<file path="src/hdl/stc_pkg.sv">
// package of constants, types and register layout for the sysref timing calibration
package stc_pkg;
    // ----------------------------------------
    // register map and field layout
    // ----------------------------------------
    localparam logic [11:0] STC_CONFIG_ADDR = 12'h2b1;
    localparam logic [11:0] STC_STATUS_ADDR = 12'h2b2;
    localparam logic [7:0] STC_CONFIG_RESET = 8'h05;
    localparam int STC_AVG_LSB = 2;
    localparam int STC_ACC_LSB = 0;
    localparam int STC_DONE_BIT = 17;
    localparam int STC_INV_BIT = 16;
    localparam int STC_COARSE_LSB = 8;
    localparam int STC_FINE_LSB = 0;
    // ----------------------------------------
    // timing counts, in sampling-clock cycles
    // ----------------------------------------
    localparam logic [8:0] STC_COUNT_BASE = 9'h004;
    localparam logic [14:0] STC_PERIOD_LIMIT_0 = 15'h0080;
    localparam logic [14:0] STC_PERIOD_LIMIT_1 = 15'h0680;
    localparam logic [14:0] STC_PERIOD_LIMIT_2 = 15'h1e80;
    localparam logic [14:0] STC_PERIOD_LIMIT_3 = 15'h7e80;
    localparam logic [31:0] STC_BOUND_SCALE = 32'h00001c80;
    localparam logic [4:0] STC_RESULT_EXP = 5'h10;

    typedef enum logic [2:0]
    {
        STC_IDLE = 3'b000,
        STC_SYNC = 3'b001,
        STC_WAIT = 3'b010,
        STC_ACCUM = 3'b011,
        STC_DONE = 3'b100,
        STC_FAIL = 3'b101
    } stc_state_e;

    typedef struct packed
    {
        logic wr;
        logic rd;
        logic [11:0] addr;
        logic [7:0] wdata;
    } stc_reg_req_s;

    typedef struct packed
    {
        stc_state_e state;
        logic [7:0] config_reg;
        logic [1:0] avg_sel;
        logic [1:0] acc_sel;
        logic en_q;
        logic sys_q;
        logic [8:0] len_cnt;
        logic [8:0] avg_cnt;
        logic [14:0] per_cnt;
        logic [31:0] tmo_cnt;
        logic [16:0] sum;
        logic [16:0] result;
        logic done;
        logic [23:0] rdata;
    } stc_state_s;
endpackage

</file>
<file path="src/hdl/stc_core.sv">
// sysref timing calibration: configuration, status and measurement engine
`timescale 1ns/1ps

// Notes on behaviour
// - averaging code bits 3:2 selects 4, 16, 64 or 256 averages
// - more averages make the run longer and the delay value steadier
// - accumulation code bits 1:0 selects 4, 16, 64 or 256 cycles
// - a sysref period above the limit set by that code (128, 1664, 7808 or 32384 cycles) makes the run fail, no result
// - a run ends within 7296 times four to the (avg+acc+2) cycles
// - configuration register resets to 0x05
// - completion bit 17 reads 1 only while enabled and run completed
// - status bits 16:0 report the computed delay, valid only when complete
// - result bit 16 says the sampling clock is inverted
// - result bits 15:8 hold the coarse delay step
// - result bits 7:0 hold the fine delay step
// - status is read only; bits 23:18 and all fields read zero after reset
// - enable rising edge starts a run; while enabled automatic delay is used
module stc_core
#(
    parameter logic [31:0] BOUND_SCALE = stc_pkg::STC_BOUND_SCALE
)
(
    input wire logic mclk_in,
    input wire logic arst_n_in,
    input wire stc_pkg::stc_reg_req_s reg_req_in,
    input wire logic cal_enable_in,
    input wire logic sysref_in,
    output logic [23:0] reg_rdata_out,
    output logic [16:0] cal_delay_result_out,
    output logic cal_complete_flag_out,
    output logic cal_auto_mode_out,
    output logic cal_fail_out
);
    import stc_pkg::*;

    // all state lives in one struct; next_r is its combinational copy
    stc_state_s r;
    stc_state_s next_r;

    // ----------------------------------------
    // derived values
    // ----------------------------------------
    logic sys_edge;
    logic en_rise;
    logic [14:0] period_limit;
    logic [8:0] acc_len;
    logic [8:0] avg_num;
    logic [31:0] bound;
    logic [4:0] res_exp;
    logic [16:0] frac;
    logic complete;

    always_comb
    begin
        sys_edge = sysref_in & ~r.sys_q;
        en_rise = cal_enable_in & ~r.en_q;
        acc_len = 9'(STC_COUNT_BASE << {r.acc_sel, 1'b0});
        avg_num = 9'(STC_COUNT_BASE << {r.avg_sel, 1'b0});
        // limits follow the latched code, not the live register
        unique case (r.acc_sel)
            2'h0: period_limit = STC_PERIOD_LIMIT_0;
            2'h1: period_limit = STC_PERIOD_LIMIT_1;
            2'h2: period_limit = STC_PERIOD_LIMIT_2;
            2'h3: period_limit = STC_PERIOD_LIMIT_3;
        endcase
        // exponent of four in the bound, doubled into a shift of two
        res_exp = 5'({r.avg_sel, 1'b0}) + 5'({r.acc_sel, 1'b0}) + 5'h04;
        // checked in every measuring state, so a dead sysref cannot hang a run
        bound = 32'(BOUND_SCALE << res_exp);
        // scale the summed high count to a fraction of 2^16 of the window
        frac = 17'(r.sum << (STC_RESULT_EXP - res_exp));
        // gated by enable so that a disable hides a stale result at once
        complete = cal_enable_in & r.done;
    end

    // ----------------------------------------
    // register decode
    // ----------------------------------------
    logic cfg_wr;
    logic cfg_rd;
    logic st_rd;

    always_comb
    begin
        cfg_wr = reg_req_in.wr & (reg_req_in.addr == STC_CONFIG_ADDR);
        // a read beside a write in one cycle returns the value held before it
        cfg_rd = reg_req_in.rd & (reg_req_in.addr == STC_CONFIG_ADDR);
        st_rd = reg_req_in.rd & (reg_req_in.addr == STC_STATUS_ADDR);
    end

    // ----------------------------------------
    // next state
    // ----------------------------------------
    always_comb
    begin
        next_r = r;
        next_r.en_q = cal_enable_in;
        next_r.sys_q = sysref_in;
        // period counter restarts on every sysref edge, so it runs while idle too
        next_r.per_cnt = sys_edge ? 15'h0001 : 15'(r.per_cnt + 15'h0001);
        // run timer wraps harmlessly while idle because a start reloads it
        next_r.tmo_cnt = 32'(r.tmo_cnt + 32'h00000001);
        // configuration write; reserved bits 7:4 are plain storage
        if (cfg_wr)
        begin
            next_r.config_reg = reg_req_in.wdata;
        end
        if (!cal_enable_in)
        begin
            next_r.state = STC_IDLE;
            next_r.done = 1'b0;
        end
        else if (en_rise)
        begin
            // codes are latched so a write mid-run cannot skew the counts
            next_r.state = STC_SYNC;
            next_r.done = 1'b0;
            next_r.avg_sel = r.config_reg[STC_AVG_LSB +: 2];
            next_r.acc_sel = r.config_reg[STC_ACC_LSB +: 2];
            next_r.tmo_cnt = 32'h00000001;
            next_r.sum = 17'h00000;
            next_r.avg_cnt = 9'h000;
        end
        else
        begin
            unique case (r.state)
                STC_IDLE, STC_DONE, STC_FAIL:
                begin
                end
                STC_SYNC:
                begin
                    // first edge only anchors the period measurement
                    if (r.tmo_cnt >= bound)
                        next_r.state = STC_FAIL;
                    else if (sys_edge)
                        next_r.state = STC_WAIT;
                end
                STC_WAIT:
                begin
                    if (r.per_cnt > period_limit || r.tmo_cnt >= bound)
                        next_r.state = STC_FAIL;
                    else if (sys_edge)
                    begin
                        next_r.state = STC_ACCUM;
                        next_r.len_cnt = acc_len;
                    end
                end
                STC_ACCUM:
                begin
                    // one sample per cycle; the sum cannot outgrow the sample window
                    next_r.sum = 17'(r.sum + {16'h0000, sysref_in});
                    next_r.len_cnt = 9'(r.len_cnt - 9'h001);
                    if (r.per_cnt > period_limit || r.tmo_cnt >= bound)
                        next_r.state = STC_FAIL;
                    else if (r.len_cnt == 9'h001)
                    begin
                        next_r.avg_cnt = 9'(r.avg_cnt + 9'h001);
                        if (9'(r.avg_cnt + 9'h001) == avg_num)
                            next_r.state = STC_DONE;
                        else
                            next_r.state = STC_WAIT;
                    end
                end
                default:
                    next_r.state = STC_IDLE;
            endcase
        end
        // result is taken once the last accumulation has been folded in
        if (r.state == STC_DONE && !r.done && cal_enable_in && !en_rise)
        begin
            next_r.done = 1'b1;
            next_r.result[STC_INV_BIT] = frac[16] | frac[15];
            next_r.result[STC_COARSE_LSB +: 8] = {frac[14:8], 1'b0};
            next_r.result[STC_FINE_LSB +: 8] = frac[7:0];
        end
        // status is read only; writes to it fall through untouched
        if (cfg_rd)
        begin
            next_r.rdata = {16'h0000, r.config_reg};
        end
        else if (st_rd)
        begin
            next_r.rdata = {6'h00, complete, r.result};
        end
        else if (reg_req_in.rd)
        begin
            // unmapped reads return zero rather than stale data
            next_r.rdata = 24'h000000;
        end
    end

    // ----------------------------------------
    // state register
    // ----------------------------------------
    always_ff @(posedge mclk_in or negedge arst_n_in)
    begin
        if (!arst_n_in)
        begin
            // select copies start equal to the register's reset codes
            r <= '0;
            r.state <= STC_IDLE;
            r.config_reg <= STC_CONFIG_RESET;
            r.avg_sel <= STC_CONFIG_RESET[STC_AVG_LSB +: 2];
            r.acc_sel <= STC_CONFIG_RESET[STC_ACC_LSB +: 2];
        end
        else
        begin
            r <= next_r;
        end
    end

    // ----------------------------------------
    // outputs
    // ----------------------------------------
    assign reg_rdata_out = r.rdata;
    assign cal_delay_result_out = r.result;
    assign cal_complete_flag_out = complete;
    assign cal_auto_mode_out = cal_enable_in;
    // no status bit for failure; software sees a run that never completes
    assign cal_fail_out = cal_enable_in & (r.state == STC_FAIL);
endmodule

</file>
<file path="config.mk">
export PLATFORM = sky130hd
export DESIGN_NAME = stc_core
export DESIGN_NICKNAME = d
export VERILOG_FILES = /design/src/hdl/stc_pkg.sv /design/src/hdl/stc_core.sv
export SDC_FILE = /design/constraint.sdc
export NUM_CORES = 1
export LEC_CHECK = 0
export ABC_AREA = 1
export BUFFER_PORTS_ARGS = -buffer_cell sky130_fd_sc_hd__buf_2
export CAP_MARGIN = 20
export CORE_ASPECT_RATIO = 0.9
export CORE_UTILIZATION = 61
export CTS_CLUSTER_SIZE = 24
export DETAILED_ROUTE_END_ITERATION = 8
export PLACE_DENSITY = 0.78
export SYNTH_ARGS = -nofsm -noshare
export SYNTH_HDL_FRONTEND = slang
export SYNTH_SLANG_ARGS = --single-unit
export TNS_END_PERCENT = 5
</file>
<file path="constraint.sdc">
create_clock -name mclk_in -period 3.7 [get_ports mclk_in]
set_input_delay 0.37 -clock mclk_in [delete_from_list [all_inputs] [get_ports mclk_in]]
set_output_delay 0.37 -clock mclk_in [all_outputs]
set_load 0.1 [all_outputs]
</file>
## Word level (Yosys, flattened, before mapping)

Index checks and enable logic that the tools add are counted.

| storage, ports and cells | value |
|---|---|
| logic and storage cells | 106 |
| register bits after elaboration | 140 |
| bits of input ports | 26 |
| output and inout bits | 44 |

| cells by class | value |
|---|---|
| muxes and demuxes | 29 |
| magnitude comparators | 2 |
| reductions and logical operators | 18 |
| add/subtract/negate cells | 8 |
| shift-type cells | 4 |
| bitwise logic cells | 11 |
| eq/ne operators | 20 |

Operators with widths:

| operator | count |
|---|---|
| 2-to-1 mux 24 bit | 3 |
| case mux 15 bit (4 select lines) | 1 |
| 2-to-1 mux 9 bit | 6 |
| 2-to-1 mux 49 bit | 1 |
| 2-to-1 mux 17 bit | 2 |
| adder 32 x 1 -> 32 bit, second input constant | 1 |
| greater-or-equal comparator 32 bit | 1 |
| 2-to-1 mux 32 bit | 1 |
| left shift 13 x 5 -> 32 bit, first input constant | 1 |
| 2-to-1 mux 3 bit | 9 |
| == test 12 x 10 -> 1 bit, second input constant | 2 |
| case mux 9 bit (2 select lines) | 1 |
| left shift 3 x 3 -> 9 bit, first input constant | 2 |
| adder 17 x 1 -> 17 bit | 1 |
| left shift 17 x 5 -> 17 bit | 1 |
| adder 15 x 1 -> 15 bit, second input constant | 1 |
| > comparator 15 bit | 1 |
| 2-to-1 mux 15 bit | 1 |
| != test 5 bit, second input constant | 3 |
| case mux 3 bit (4 select lines) | 1 |
| adder 9 x 1 -> 9 bit, second input constant | 1 |
| == test 9 x 1 -> 1 bit, second input constant | 1 |
| == test 9 bit | 1 |
| subtractor 9 x 1 -> 9 bit, second input constant | 1 |
| 26 further kinds | 48 |

## Logic depth before layout (Yosys ltp)

| logic depth | value |
|---|---|
| depth after elaboration | 9 |
| mapped depth | 28 |
| mapped depth without buffers | 28 |

## Worst setup path after synthesis

OpenSTA, ideal clock, no wires.

| timing path | value |
|---|---|
| path type | reg2out |
| start | register r[139] in the netlist's numbering |
| end | output cal_fail_out |
| arrival time | 3.357 ns |
| buffers on the path | 0 |
| cell stages (with the launch flop) | 2 |
| data required time | 3.330 ns |
| setup slack | -0.027 ns |
| path through | dfrtp_1 > nor4_1 |

| between the ends | value |
|---|---|
| longest elaborated chain between the ends | 2 |

RTL lines:

| what | line | source |
|---|---|---|
| start: declaration | stc_core.sv:37 | `stc_state_s r;` |
| start signal: assignment | stc_core.sv:208 | `r <= next_r;` |
| == test 3 bit | stc_core.sv:220 | `assign cal_fail_out = cal_enable_in & (r.state == STC_FAIL);` |
| bitwise AND 1 bit | stc_core.sv:220 |  |
| end: declaration | stc_core.sv:32 | `output logic cal_fail_out` |

No other way between the ends.

## Worst setup path after layout

| timing path | value |
|---|---|
| start | register r[129] in the netlist's numbering |
| end | register r[113] in the netlist's numbering |

| between the ends | value |
|---|---|
| longest elaborated chain between the ends | 7 |

RTL lines:

| what | line | source |
|---|---|---|
| adder 3 x 3 -> 4 bit | stc_core.sv:67 | `res_exp = 5'({r.avg_sel, 1'b0}) + 5'({r.acc_sel, 1'b0}) + 5'h04;` |
| adder 4 x 3 -> 5 bit | stc_core.sv:67 |  |
| left shift 13 x 5 -> 32 bit | stc_core.sv:69 | `bound = 32'(BOUND_SCALE << res_exp);` |
| greater-or-equal comparator 32 bit | stc_core.sv:153 | `if (r.per_cnt > period_limit \|\| r.tmo_cnt >= bound)` |
| logical OR 1 bit | stc_core.sv:153 |  |
| != test 2 bit (no line) | -- |  |
| AND reduction 4 bit (no line) | -- |  |

No other way between the ends.
A chain may end at the register's enable or synchronous reset.

==> qor.txt <==
H-tree levels - 4
Leading area contributor after synthesis - dfrtp_1
Routed vias - 7702
Sw frac - 0.298
Power density over the cells - 423 nW/um^2
Minimum clock period - 3.38 ns
Gr ovfl total - 0
Fmax - 296 MHz
Worst vdd ir - 0.359 mV
Top-count cell post-synth - nand2_1
CTS Buffer Depth - 2
Setup Crit Path Kind - register to register
TritonCTS clock tree - yes
Final Hold Fails - 0
Pre-antenna DRT Iters - 5
Synth top area share - 0.377
Final Routed Wirelength - 20.0 mm
GRT Util Overall - 0.293
Synth Cell Area - 8550 um^2
Hold bufs inserted after CTS - 0
# port buffers - 61
CP Capture Type - register
Hold Crit Class - input pin to async pin
Clock Tree Root - clkbuf_16
Final core utilization - 0.696
Register area share after synthesis - 0.390
Worst-Skew Late Latency - 0.43 ns
Req. time, crit path - 4.00 ns
Io pins - 70
Setup Viol. Count Final - 0
Worst path most repeated cell - inv_1
Antenna violations before repair - 0
Maximum capacitance violations - 0
Detailed-route DRC error count - 0
Ant. Diodes - 0
Dominant synthesized flop cell - dfrtp_1
Hpwl dp - 14.5 mm
Die ar. - 14500 um^2
Fraction of final layout cells sized beyond drive strength 1 - 0.126
Synth warn - 0
Area contributors post-synth - dfrtp_1 (38%), nand2_1 (13%), inv_1 (6.5%)
First-pass GRT wire length - 33.5 mm
Cells after Synth - 1158
Synth async-reset ratio - 1.00
Die Wd - 127 um
Syn Area/Cell - 7.39 um^2
Critical path's slowest cell - dfrtp_1
CP arrival - 3.67 ns
Startpoint Class - register
CP max stage delay - 0.38 ns
Placer congestion estimate - 0.913
Initial core utilization - 0.633
Lkg Pwr - 4.71 nW
Core Area - 13500 um^2
Post-synth EDFFs - 0
Total power - 0.00398 W
Nets - 1264
Clock power frac - 0.427
Slew HR - 0.341
Largest net degree at the start of global routing - 109
Area Growth Syn to Fin - 9.96%
#FFs+latches synth - 133
RSZ-0062 raised after global routing - yes
Worst-path maximum fanout - 7
Height of the die - 114 um
Final setup skew - 0.00810 ns
Synth cell types - 50
Clk pin slew, worst setup/hold paths - 0.06 ns
Post-route ant nets - 0
Tightest Pin Transition - 0.989 ns
Worst R2R Setup Slack - 0.32 ns
Slew Viols, Final - 0
Fillcell total - 1136
Combinational fraction of design power - 0.182
Outcome - completed
FP Rows - 40
Drt initial violations - 610
Post-synth top cells - nand2_1 (285), inv_1 (147), dfrtp_1 (129)
NetSw - 0.00119 W
Final Cycle Share - 0.912
Clock Sinks - 133
Routed length per placed instance - 14.6 um
Via density - 5.60
CTS Buf Count - 17
Internal - 0.00279 W
Sequential cell fraction of total power - 0.391
Vias in the first global route - 7042
Critical path, cell by cell - inv_1, ha_1, inv_1, nand2_1, inv_1, nor2_2, inv_1, nand2_1, inv_1, nand2_1, o211ai_1, ha_1, nand2_1, inv_1, a21oi_1, nand3_1, nand2_1, nand3_1, nor2_2, nand3_2, nand2_4, buf_4, o21ai_0
## power by group through the flow
stage	logic (W)	clock network, W	registers (W)
final	0.000724	0.00170	0.00156
after global routing	0.000823	0.00177	0.00156
after CTS	0.000712	0.00171	0.00156
after detailed placement	0.000704	0	0.00158
after global placement	0.000693	0	0.00158
after floorplan	0.000532	0	0.00157
## metal layers
layer,global-route usage,part of all wire,up-vias
li1,-,-,3837
met1,0.401,0.45,3544
met2,0.468,0.45,269
met3,0.0603,0.072,52
met4,0.101,0.025,0
met5,0,0,-
## worst paths after layout
kind / to / depth (start not counted) / startpoint
max: r[113] / 23 / r[129]
min: r[92] / 1 / arst_n_in
max reg2reg: r[113] / 23 / r[129]
min reg2reg: reg_rdata_out[13] / 2 / reg_rdata_out[13]
max in group asynchronous: r[128] / 2 / arst_n_in
min in group mclk_in: r[124] / 1 / sysref_in
## timing repair
item | CTS | global route
buffers inserted | 0 | 2
resized for setup | 0 | 9
setup endpoints to repair | 0 | 18
## cell type report
class                   instances  area (um^2)  share of cell area
clock buffers                  22          454              0.0483
well taps                     168          210              0.0223
multi-input cells             812         4280               0.455
repair buffers                 73          402              0.0427
clock inverters                10          131              0.0140
inverters                     158          594              0.0632
flip-flops and latches        133         3330               0.354
## flip-flops by register name (all words and copies together), names as in the netlist
register and flops:
r 100, reg_rdata_out 17, cal_delay_result_out 16
## through the flow
stage | instances | hold slack [ns] | setup TNS [ns] | cell area (um^2) | worst slack [ns]
after global routing | 1376 | 0.0996 | -0.129 | 9410 | -0.0364
final | 1376 | 0.0589 | 0 | 9410 | 0.324
after detailed placement | 1342 | 0.469 | 0 | 8780 | 0.176
after floorplan | 1165 | 0.0744 | 0 | 8590 | 0.455
after global placement | 1342 | 0.461 | 0 | 8780 | 0.302
after CTS | 1374 | 0.0935 | 0 | 9360 | 0.177
## cells in the final DEF (no fill, tap or decap), types with 3 or more instances in the layout
| master | n |
|---|---|
| a21oi_1 | 57 |
| a22oi_1 | 3 |
| a31oi_1 | 4 |
| buf_2 | 60 |
| buf_4 | 12 |
| bufinv_16 | 3 |
| clkbuf_1 | 4 |
| clkbuf_16 | 17 |
| clkinv_1 | 3 |
| clkinv_2 | 6 |
| conb_1 | 8 |
| dfrtp_1 | 129 |
| dfstp_2 | 4 |
| ha_1 | 43 |
| inv_1 | 146 |
| inv_2 | 8 |
| nand2_1 | 285 |
| nand2_2 | 6 |
| nand3_1 | 60 |
| nand3_2 | 3 |
| nand4_1 | 20 |
| nor2_1 | 104 |
| nor2_2 | 10 |
| nor2_4 | 4 |
| nor3_1 | 39 |
| nor3_2 | 4 |
| nor3b_1 | 3 |
| nor4_1 | 8 |
| o211ai_1 | 4 |
| o21a_1 | 3 |
| o21ai_0 | 76 |
| o21ai_1 | 5 |
| o221ai_1 | 11 |
| o22ai_1 | 6 |
| o31ai_1 | 3 |
| or2_2 | 3 |
| xnor2_1 | 5 |
| xor2_1 | 15 |
## worst max-delay path: cells and delay by family, from the launching register on
kind | cells | cell delay (ns)
AOI/OAI and AO/OA | 3 | 0.33
adders and majority gates | 2 | 0.61
buffers and inverters | 7 | 0.60
DFF | 1 | 0.38
and+or+nand+nor | 11 | 1.31
## cell families (layout without fill, tap and decap cells)
logic type | after synthesis | in the layout | share of synthesized area
AOI/OAI and AO/OA | 181 | 181 | 0.120
xor gates and xnor gates | 20 | 20 | 0.0205
adders and majority gates | 43 | 43 | 0.0629
buffers and inverters | 220 | 263 | 0.117
DFF | 133 | 133 | 0.390
other | 1 | 8 | 0.000438
and+or+nand+nor | 560 | 560 | 0.290
No activity file was read; power rests on OpenSTA's default activity.
